**config.mk**
```make
export PLATFORM = sky130hd
export DESIGN_NAME = adb_board_ctrl
export DESIGN_NICKNAME = d
export VERILOG_FILES = /design/src/rtl/adb_pkg.sv /design/src/rtl/adb_stream_if.sv /design/src/rtl/adb_buf2.sv /design/src/rtl/adb_board_ctrl.sv
export VERILOG_INCLUDE_DIRS = /design/src /design/src/rtl
export SDC_FILE = /design/constraint.sdc
export NUM_CORES = 1
export LEC_CHECK = 0
export ABC_AREA = 1
export BUFFER_PORTS_ARGS = -buffer_cell sky130_fd_sc_hd__buf_2
export CORE_MARGIN = 1
export CORE_UTILIZATION = 50
export CTS_CLUSTER_DIAMETER = 60
export DETAILED_ROUTE_END_ITERATION = 12
export PLACE_DENSITY = 0.83
export SLEW_MARGIN = 20
export SYNTH_ARGS = -nofsm -noshare
export SYNTH_HDL_FRONTEND = slang
export SYNTH_SLANG_ARGS = --single-unit
```
**constraint.sdc**
```tcl
create_clock -name core_clk_i -period 5.4 [get_ports core_clk_i]
set_input_delay 1.35 -clock core_clk_i [delete_from_list [all_inputs] [get_ports core_clk_i]]
set_output_delay 1.35 -clock core_clk_i [all_outputs]
set_load 0.05 [all_outputs]
```
**src/rtl/adb_map.svh**
```systemverilog
// Purpose: Constants of the converter board control block
// Assumes: Core clock of 125 MHz
// Notes: Definitions only; included by the top module
`ifndef ADB_MAP_SVH
`define ADB_MAP_SVH

// Clock and timing figures
`define ADB_CLK_MHZ 125
`define ADB_CONV_TIME_NS 1260
`define ADB_MAX_RATE_KHZ 500
`define ADB_MIN_RATE_SPS 4000
// Least times round up, longest times round down
`define ADB_CONV_CYC ((`ADB_CONV_TIME_NS * `ADB_CLK_MHZ + 999) / 1000)
`define ADB_MIN_PERIOD_CYC ((`ADB_CLK_MHZ * 1000 + `ADB_MAX_RATE_KHZ - 1) / `ADB_MAX_RATE_KHZ)
`define ADB_MAX_PERIOD_CYC ((`ADB_CLK_MHZ * 1000000) / `ADB_MIN_RATE_SPS)

// Host read addresses (channels 0 to 5 at 0 to 5)
`define ADB_RD_LAST_CH 3'h5
`define ADB_RD_STATUS 3'h6
// Host write addresses
`define ADB_WR_DAC_A 3'h0
`define ADB_WR_DAC_B 3'h1

// Status word bit positions
`define ADB_ST_EOC 0
`define ADB_ST_BUSY 1
`define ADB_ST_DAC_RDY 2

// Reset values
`define ADB_DAC_ZERO 16'h0000
`define ADB_DATA_IDLE 16'h0000

`endif

```
**src/rtl/adb_pkg.sv**
```systemverilog
// Purpose: Types shared by the converter board control modules
// Assumes: Nothing beyond the constants header
// Notes: Enumerations carry no codes of their own
package adb_pkg;
  typedef enum logic [1:0] {ADB_SRC_OWN_CLOCK, ADB_SRC_TRIG_A, ADB_SRC_TRIG_B, ADB_SRC_EXT} adb_start_src_t;
  typedef enum logic [2:0] {ADB_UPD_SYNC_ADC, ADB_UPD_TRIG_A, ADB_UPD_TRIG_B, ADB_UPD_EXT, ADB_UPD_ON_WRITE}
    adb_dac_trig_t;
  typedef enum logic [1:0] {ADB_MUX_INPUTS, ADB_MUX_GROUND, ADB_MUX_REFERENCE, ADB_MUX_CAL} adb_mux_sel_t;
endpackage

```
**src/rtl/adb_stream_if.sv**
```systemverilog
// Purpose: Valid/ready word stream between the block's own modules
// Assumes: Both ends on the core clock
// Notes: A word moves on a cycle with valid and ready both high
`timescale 1ns/100ps
interface adb_stream_if #(parameter int W = 17);
  logic valid;
  logic ready;
  logic [W-1:0] data;
  modport src (output valid, output data, input ready);
  modport snk (input valid, input data, output ready);
endinterface

```
**src/rtl/adb_buf2.sv**
```systemverilog
// Purpose: Two-entry buffer with valid and ready on both sides
// Assumes: Single clock, asynchronous active-low reset
// Notes: Full and empty are exact; a stalled drain side fills it
`timescale 1ns/100ps
module adb_buf2
  import adb_pkg::*;
#(
  parameter int W = 17
)
(
  // Clock and reset
  input wire logic clk_i,
  input wire logic rstn_i,
  input wire logic clr_i,
  // Stream sides
  adb_stream_if.snk in_s,
  adb_stream_if.src out_s
);
  logic [W-1:0] mem [2];
  logic [1:0] count;
  logic wp;
  logic rp;
  logic push;
  logic pop;

  // Ready and valid follow the fill count alone, so no path runs through
  assign in_s.ready = (count != 2'h2);
  assign out_s.valid = (count != 2'h0);
  assign out_s.data = mem[rp];
  assign push = in_s.valid & in_s.ready;
  assign pop = out_s.valid & out_s.ready;

  // Pointers and fill count
  always_ff @(posedge clk_i or negedge rstn_i)
  begin
    if (!rstn_i)
    begin
      count <= 2'h0;
      wp <= 1'b0;
      rp <= 1'b0;
    end
    else if (clr_i)
    begin
      count <= 2'h0;
      wp <= 1'b0;
      rp <= 1'b0;
    end
    else
    begin
      if (push)
        wp <= ~wp;
      if (pop)
        rp <= ~rp;
      count <= count + {1'b0, push} - {1'b0, pop};
    end
  end

  // Storage needs no reset; valid guards every read
  always_ff @(posedge clk_i)
  begin
    if (push)
      mem[wp] <= in_s.data;
  end
endmodule

```
**src/rtl/adb_board_ctrl.sv**
```systemverilog
// Purpose: Control of a six-channel sampling converter and dual output converter board
// Assumes: Host bus pins are asynchronous to core_clk_i; converter data lines are on core_clk_i
// Notes: Read data reaches the pins two to three cycles after the strobe
// Behaviour
// - Start edge holds samplers, starts conversion
// - Conversion-complete interrupt after 1.26 us
// - Starts never closer than 500 kHz
// - Own generator programmable 4 to 500 ksps
// - Start source: generator, trigger A/B, external
// - Drive cascade sample clock output
// - Reset loads both outputs with zero code
// - Output update trigger selectable, five choices
// - Interrupt while output converter accepts data
// - Input multiplexer offers four choices
// - Host reset input is active low
// - Both interrupt outputs are active low
// - Direction input low drives data hostward
// - Read data only with strobe and select
// - Write taken only with strobe and select
// - Two independent active-low chip selects
// - Data bus is sixteen lanes, bit 0 lowest
`timescale 1ns/100ps
`include "adb_map.svh"
module adb_board_ctrl
  import adb_pkg::*;
#(
  parameter int PW = 15,
  parameter int MAX_PERIOD = `ADB_MAX_PERIOD_CYC
)
(
  // Clock and reset
  input wire logic core_clk_i,
  input wire logic rstn_i,
  // Host bus
  input wire logic host_reset_n_i,
  input wire logic select_first_n_i,
  input wire logic select_second_n_i,
  input wire logic rd_n_i,
  input wire logic wr_n_i,
  input wire logic dir_to_host_n_i,
  input wire logic [2:0] addr_i,
  input wire logic [15:0] data_i,
  output logic [15:0] data_o,
  output logic data_oe_o,
  output logic irq_first_n_o,
  output logic irq_second_n_o,
  // Trigger pins
  input wire logic host_trigger_in_a_i,
  input wire logic host_trigger_in_b_i,
  input wire logic ext_sample_clock_i,
  // Configuration
  input wire adb_start_src_t start_src_i,
  input wire adb_dac_trig_t dac_trig_i,
  input wire adb_mux_sel_t mux_sel_i,
  input wire logic [PW-1:0] sample_period_i,
  // Converter side
  input wire logic [95:0] adc_sample_i,
  output logic conversion_start_o,
  output logic cascade_sample_clock_out_o,
  output adb_mux_sel_t adc_mux_sel_o,
  output logic [15:0] dac_a_o,
  output logic [15:0] dac_b_o,
  output logic dac_load_o,
  output logic conv_busy_o
);
  localparam int AW = 28;
  localparam logic [PW-1:0] MIN_P = PW'(`ADB_MIN_PERIOD_CYC);
  localparam logic [PW-1:0] MAX_P = PW'(MAX_PERIOD);
  localparam logic [7:0] CONV_LAST = 8'(`ADB_CONV_CYC - 1);
  localparam logic [7:0] GAP_LAST = 8'(`ADB_MIN_PERIOD_CYC - 1);
  // Bit positions in the synchroniser vector
  localparam int B_RD = 0;
  localparam int B_WR = 1;
  localparam int B_S1 = 2;
  localparam int B_S2 = 3;
  localparam int B_HOST = 4;
  localparam int B_TA = 5;
  localparam int B_TB = 6;
  localparam int B_EXT = 7;
  localparam int B_RST = 8;
  localparam int B_ADDR = 9;
  localparam int B_DATA = 12;

  // Values that the logic cannot serve are refused at elaboration
  if (MAX_PERIOD < `ADB_MIN_PERIOD_CYC || MAX_PERIOD > (2 ** PW) - 1)
    $error("MAX_PERIOD out of range for PW");

  function automatic logic f_rise(input logic cur, input logic old);
    f_rise = cur & ~old;
  endfunction

  function automatic logic [PW-1:0] f_clamp(input logic [PW-1:0] p);
    if (p < MIN_P)
      f_clamp = MIN_P;
    else if (p > MAX_P)
      f_clamp = MAX_P;
    else
      f_clamp = p;
  endfunction

  logic [AW-1:0] raw;
  logic [AW-1:0] meta;
  logic [AW-1:0] syn;
  logic [AW-1:0] prev;
  logic sel;
  logic rd_act;
  logic wr_act;
  logic wr_act_d;
  logic rd_start;
  logic wr_commit;
  logic srst;
  logic [2:0] wr_addr;
  logic [15:0] wr_data;
  logic [PW-1:0] gen_cnt;
  logic gen_tick;
  logic [7:0] gap_cnt;
  logic start_req;
  logic start_go;
  logic [7:0] conv_cnt;
  logic conv_done;
  logic eoc;
  logic [15:0] samp [6];
  logic upd_evt;
  logic upd_pend;
  logic push_valid;
  logic [16:0] push_data;

  adb_stream_if #(.W(17)) wr_s ();
  adb_stream_if #(.W(17)) dac_s ();

  // Active-low pins are turned round before the first stage
  assign raw = {data_i, addr_i, ~host_reset_n_i, ext_sample_clock_i, host_trigger_in_b_i,
                host_trigger_in_a_i, ~dir_to_host_n_i, ~select_second_n_i, ~select_first_n_i,
                ~wr_n_i, ~rd_n_i};

  // Two-stage synchroniser; only stage two and its delayed copy are read
  always_ff @(posedge core_clk_i or negedge rstn_i)
  begin
    if (!rstn_i)
    begin
      meta <= '0;
      syn <= '0;
      prev <= '0;
    end
    else
    begin
      meta <= raw;
      syn <= meta;
      prev <= syn;
    end
  end

  // Bus decode on synchronised pins
  assign srst = syn[B_RST];
  assign sel = syn[B_S1] | syn[B_S2];
  assign rd_act = syn[B_RD] & sel;
  assign wr_act = syn[B_WR] & sel;
  assign rd_start = rd_act & ~(prev[B_RD] & (prev[B_S1] | prev[B_S2]));
  assign wr_commit = wr_act_d & ~wr_act;

  // Write words are held while the strobe is low, since data may leave soon after it rises
  always_ff @(posedge core_clk_i or negedge rstn_i)
  begin
    if (!rstn_i)
    begin
      wr_act_d <= 1'b0;
      wr_addr <= 3'h0;
      wr_data <= 16'h0000;
    end
    else
    begin
      wr_act_d <= wr_act;
      if (wr_act)
      begin
        wr_addr <= syn[B_ADDR +: 3];
        wr_data <= syn[B_DATA +: 16];
      end
    end
  end

  // On-board sample clock generator, period in core cycles
  assign gen_tick = (start_src_i == ADB_SRC_OWN_CLOCK) && (gen_cnt == '0);
  always_ff @(posedge core_clk_i or negedge rstn_i)
  begin
    if (!rstn_i)
      gen_cnt <= MAX_P;
    else if (srst || start_src_i != ADB_SRC_OWN_CLOCK || gen_cnt == '0)
      gen_cnt <= f_clamp(sample_period_i) - PW'(1);
    else
      gen_cnt <= gen_cnt - PW'(1);
  end

  // Start source selection
  always_comb
  begin
    unique case (start_src_i)
      ADB_SRC_OWN_CLOCK: start_req = gen_tick;
      ADB_SRC_TRIG_A: start_req = f_rise(syn[B_TA], prev[B_TA]);
      ADB_SRC_TRIG_B: start_req = f_rise(syn[B_TB], prev[B_TB]);
      ADB_SRC_EXT: start_req = f_rise(syn[B_EXT], prev[B_EXT]);
      default: start_req = 1'b0;
    endcase
  end

  // Starts closer than the least period are dropped, whatever their source
  assign start_go = start_req & (gap_cnt == GAP_LAST) & ~srst;
  always_ff @(posedge core_clk_i or negedge rstn_i)
  begin
    if (!rstn_i)
      gap_cnt <= GAP_LAST;
    else if (start_go)
      gap_cnt <= 8'h00;
    else if (gap_cnt != GAP_LAST)
      gap_cnt <= gap_cnt + 8'h01;
  end

  // Conversion timing; start line stays high for the whole conversion
  assign conv_done = conv_busy_o && (conv_cnt == 8'h00);
  always_ff @(posedge core_clk_i or negedge rstn_i)
  begin
    if (!rstn_i)
    begin
      conv_busy_o <= 1'b0;
      conv_cnt <= 8'h00;
      conversion_start_o <= 1'b0;
      cascade_sample_clock_out_o <= 1'b0;
    end
    else if (srst)
    begin
      conv_busy_o <= 1'b0;
      conv_cnt <= 8'h00;
      conversion_start_o <= 1'b0;
      cascade_sample_clock_out_o <= 1'b0;
    end
    else if (start_go)
    begin
      conv_busy_o <= 1'b1;
      conv_cnt <= CONV_LAST;
      conversion_start_o <= 1'b1;
      cascade_sample_clock_out_o <= 1'b1;
    end
    else if (conv_done)
    begin
      conv_busy_o <= 1'b0;
      conversion_start_o <= 1'b0;
      cascade_sample_clock_out_o <= 1'b0;
    end
    else if (conv_busy_o)
      conv_cnt <= conv_cnt - 8'h01;
  end

  // Samples are taken at the end of conversion and overwritten by the next one
  always_ff @(posedge core_clk_i or negedge rstn_i)
  begin
    if (!rstn_i)
    begin
      for (int i = 0; i < 6; i++)
        samp[i] <= 16'h0000;
    end
    else if (conv_done)
    begin
      for (int i = 0; i < 6; i++)
        samp[i] <= adc_sample_i[16*i +: 16];
    end
  end

  // Complete flag; a set wins over a read or start clear in the same cycle, host reset wins over both
  always_ff @(posedge core_clk_i or negedge rstn_i)
  begin
    if (!rstn_i)
      eoc <= 1'b0;
    else if (srst)
      eoc <= 1'b0;
    else if (conv_done)
      eoc <= 1'b1;
    else if (start_go || (rd_start && syn[B_ADDR +: 3] == `ADB_RD_LAST_CH))
      eoc <= 1'b0;
  end

  // Read data and driver enable, both registered
  always_ff @(posedge core_clk_i or negedge rstn_i)
  begin
    if (!rstn_i)
    begin
      data_o <= `ADB_DATA_IDLE;
      data_oe_o <= 1'b0;
    end
    else
    begin
      data_oe_o <= rd_act & syn[B_HOST];
      if (syn[B_ADDR +: 3] <= `ADB_RD_LAST_CH)
        data_o <= samp[syn[B_ADDR +: 3]];
      else if (syn[B_ADDR +: 3] == `ADB_RD_STATUS)
        data_o <= {13'h0000, wr_s.ready, conv_busy_o, eoc};
      else
        data_o <= `ADB_DATA_IDLE;
    end
  end

  // Output words enter the buffer; a write into a full buffer is dropped
  always_ff @(posedge core_clk_i or negedge rstn_i)
  begin
    if (!rstn_i)
    begin
      push_valid <= 1'b0;
      push_data <= 17'h00000;
    end
    else
    begin
      push_valid <= wr_commit && !srst && (wr_addr == `ADB_WR_DAC_A || wr_addr == `ADB_WR_DAC_B);
      push_data <= {wr_addr[0], wr_data};
    end
  end
  assign wr_s.valid = push_valid & wr_s.ready;
  assign wr_s.data = push_data;

  adb_buf2 #(.W(17)) u_buf (
    .clk_i(core_clk_i),
    .rstn_i(rstn_i),
    .clr_i(srst),
    .in_s(wr_s),
    .out_s(dac_s)
  );

  // Update trigger selection
  always_comb
  begin
    unique case (dac_trig_i)
      ADB_UPD_SYNC_ADC: upd_evt = conv_done;
      ADB_UPD_TRIG_A: upd_evt = f_rise(syn[B_TA], prev[B_TA]);
      ADB_UPD_TRIG_B: upd_evt = f_rise(syn[B_TB], prev[B_TB]);
      ADB_UPD_EXT: upd_evt = f_rise(syn[B_EXT], prev[B_EXT]);
      ADB_UPD_ON_WRITE: upd_evt = 1'b1;
      default: upd_evt = 1'b0;
    endcase
  end

  // A trigger drains every buffered word; without one the buffer stalls and fills
  assign dac_s.ready = upd_pend;
  always_ff @(posedge core_clk_i or negedge rstn_i)
  begin
    if (!rstn_i)
      upd_pend <= 1'b0;
    else if (srst)
      upd_pend <= 1'b0;
    else if (upd_evt)
      upd_pend <= 1'b1;
    // Pending ends only once the buffer is empty, so no word is left behind
    else if (!dac_s.valid)
      upd_pend <= 1'b0;
  end

  // Output codes start at zero after either reset
  always_ff @(posedge core_clk_i or negedge rstn_i)
  begin
    if (!rstn_i)
    begin
      dac_a_o <= `ADB_DAC_ZERO;
      dac_b_o <= `ADB_DAC_ZERO;
      dac_load_o <= 1'b0;
    end
    else if (srst)
    begin
      dac_a_o <= `ADB_DAC_ZERO;
      dac_b_o <= `ADB_DAC_ZERO;
      dac_load_o <= 1'b1;
    end
    else
    begin
      dac_load_o <= dac_s.valid & dac_s.ready;
      if (dac_s.valid && dac_s.ready && !dac_s.data[16])
        dac_a_o <= dac_s.data[15:0];
      if (dac_s.valid && dac_s.ready && dac_s.data[16])
        dac_b_o <= dac_s.data[15:0];
    end
  end

  // Active-low interrupts and multiplexer select, all registered
  always_ff @(posedge core_clk_i or negedge rstn_i)
  begin
    if (!rstn_i)
    begin
      irq_first_n_o <= 1'b1;
      irq_second_n_o <= 1'b1;
      adc_mux_sel_o <= ADB_MUX_INPUTS;
    end
    else
    begin
      irq_first_n_o <= ~eoc;
      irq_second_n_o <= ~wr_s.ready;
      adc_mux_sel_o <= mux_sel_i;
    end
  end
endmodule

```
==> impl_metrics.ini <==
[route]
post-route-drc-count = 0
routed_via_density = 5.10
post_drt_wl_per_cell_microns = 15.5
drt_first_pass_iters = 5
via_count = 9422
wl_mm = 28.6
first_iter_violations = 685
ant_nets = 0

[timing]
setup_violations = 0
holdWs_ps = 345
fin_crit_sh_pct = 54.0
max_freq_ghz = 0.343
unrepaired_setup_endpoints_after_global_routing = false
final-max-slew-violation-count = 0
max_slew.worst_pin.slew_ps = 1080
worst_clock_skew_ps = 24.2
tns_ps = 0
maxSlewHeadroom_pct = 27.5
finalHoldViolations = 0
fin_crit_ps = 2920

[layout]
final_layout_size_suffix_gt1_share_pct = 24.6
nNetsFinal = 1643
area.growth.synth_to_final_pct = 19.5
finalInstanceArea_sq_mm = 0.0154

[die]
die_w_microns = 163
floorplan.die.height_microns = 163
die_area_sq_mm = 0.0264
number_of_placement_rows = 58
ios = 205
starting_density_of_the_core_pct = 51.1
core_area_sq_mm = 0.0253

[clock_network]
clock_sink_count = 322
post-cts-setup-buffer-count = 0
clock_tree.root_cell = clkbuf_16
cts.hold.buffers_added = 0
numCtsBuffers = 36
worstSkewPairLatency_ps = 520
clock_tree.buffer_depth = 3
cts.reportedPaths.clkPinSlew_ps = 60
cts_resized = 0
cts_tree = done
h-tree-depth = 2

[synth]
ys_types = 46
synthCells = 1287
mappedNetlistArea_sq_mm = 0.0129
count_of_flip_flops_with_a_built_in_enable_after_synthesis = 34
synth_sequential_area_ratio_pct = 63.9
post_synth_main_area_contributors = dfrtp_1 53%, nand2_1 11%, edfxtp_1 7.9%
async_reset_ff_share_pct = 89.4
synthDominantCellAreaShare_pct = 53.0
synth_top_area_cell = dfrtp_1
synth_seq_cells = 322
synth_top_flop_cell = dfrtp_1
avgSynthCellArea_sq_um = 10.0
yosys_warnings = 0
mappedNetlistNets = 1441

[place]
place.port_buffers = 204
gpl.final_weighted_congestion = 0.870
hpwlAfterDp_mm = 19.3
placed_standard_cell_area_sq_mm = 0.0142

[critical_path]
worst_ep_required_time_ps = 5790
crit_path_category = reg2reg
crit_path_end_kind = register
critPathMaxFanout = 54
crit_arrival_ps = 3310
worstSetupStartpointType = register

[power]
cellLeakagePower_nw = 7.57
power.switching_w = 0.00150
clock_power_share_pct = 42.3
netSwitchingFraction_pct = 25.6
cellInternalPower_w = 0.00436
vdd_ir_drop_max_uv = 326
power.density_mw_per_mm2 = 380
power_frac_comb_pct = 10.5
share_of_power_burned_in_registers_pct = 47.3

[global_routing]
grt_pass1_vias = 9187
grt_start_max_net_pins = 127
grt_first_pass_wirelength_mm = 46.4
grt_antenna_before_repair = 2
overflow = 0
groute.usage.overall_pct = 22.4

[min_path]
worstHoldPathType = reg2reg

[run]
drv_cap = 0

[status]
status = complete, no violations
==> metal layers <==
layer | up-vias | global-route usage, % | share of wire, %
met5 | - | 0 | 0.045
met4 | 2 | 8.24 | 3.0
met3 | 76 | 4.20 | 6.3
met2 | 330 | 36.1 | 47
met1 | 4503 | 30.3 | 43
li1 | 4511 | - | -
==> worst paths after layout <==
path	end	startpoint	depth (start not counted)	slack, ps
setup / recovery	samp[81]$_DFFE_PN0P_	conv_cnt[0]$_DFFE_PN0P_	7	2480
hold / removal	syn[15]$_DFF_PN0_	meta[15]$_DFF_PN0_	0	340
setup reg to reg	samp[81]$_DFFE_PN0P_	conv_cnt[0]$_DFFE_PN0P_	7	2480
hold reg to reg	syn[15]$_DFF_PN0_	meta[15]$_DFF_PN0_	0	340
max in group asynchronous	samp[2]$_DFFE_PN0P_	rstn_i	2	3270
min in group asynchronous	meta[2]$_DFF_PN0_	rstn_i	1	950
==> final cells by class <==
class	instances	area, sq um
fillers	2031	9850
flip-flops and latches	322	8250
multi-input cells	789	3930
repair buffers	215	1110
clock buffers	48	1030
inverters	125	472
well taps	330	413
clock inverters	18	200
diodes	1	2.50
==> stage by stage <==
| stage | setup WS (ps) | utilization [%] | std cells | total power, W |
|---|---|---|---|---|
| after global placement | 2300 | 56.1 | 1781 | 0.00339 |
| after global routing | 2270 | 61.0 | 1848 | 0.00610 |
| after detailed placement | 2220 | 56.1 | 1781 | 0.00342 |
| final | 2480 | 61.0 | 1848 | 0.00586 |
| after floorplan | 2530 | - | 1287 | 0.00318 |
| after CTS | 2530 | 61.0 | 1847 | 0.00591 |
==> power by group through the flow <==
stage / registers (W) / clock network [W] / logic (W)
after global routing: 0.00279 / 0.00263 / 0.000678
after global placement: 0.00280 / 0 / 0.000596
final: 0.00277 / 0.00248 / 0.000612
after CTS: 0.00277 / 0.00252 / 0.000617
after floorplan: 0.00291 / 0 / 0.000267
after detailed placement: 0.00281 / 0 / 0.000612
==> worst max-delay path, stage by stage, from the launching register on <==
cell and delay [ps]:
dfrtp_1 360, inv_1 120, ha_1 230, nand3_1 190
nor2_4 860, inv_2 700, nand2_1 230, nand2_1 80
==> synthesized netlist by cell type, types with 5 or more instances <==
cell and count:
o211ai_1 11, buf_6 5, nand2_4 5, o21ai_0 122, ha_1 6, nor2_1 90, inv_1 115, buf_2 13
dfrtp_1 273, inv_2 6, nor2_4 5, clkbuf_1 28, nand4_1 7, mux2_2 32, xnor2_1 7, a21oi_1 40
nand2_1 362, nand2_2 13, xor2_1 8, edfxtp_1 34, nor3_1 6, dfstp_2 15, nor2_2 8, nand3_1 35
==> state kept, by name (all words and copies together) (netlist names), 6 cells and up <==
name	flops
push_data	17
gap_cnt	8
syn	28
meta	28
u_buf.mem	34
wr_data	16
dac_a_o	16
prev	6
dac_b_o	16
gen_cnt	15
conv_cnt	8
data_o	16
samp	96
==> cells by family after synthesis <==
group,share of synthesized area (%)
compound gates,8.00
xor+xnor,1.02
fa+ha+maj,0.582
buf+inv,5.62
flops,63.9
mux,2.79
simple gates,18.0
==> placed cells by master (no fill, tap or decap), types with 13 or more instances in the layout <==
master	instances
buf_2	203
a21oi_1	40
mux2_2	32
inv_1	115
o21ai_0	122
dfrtp_1	272
nand2_2	13
nand3_1	35
edfxtp_1	34
nand2_1	362
nor2_1	90
dfstp_2	15
clkbuf_16	38
(Power assumes the default switching activity.)
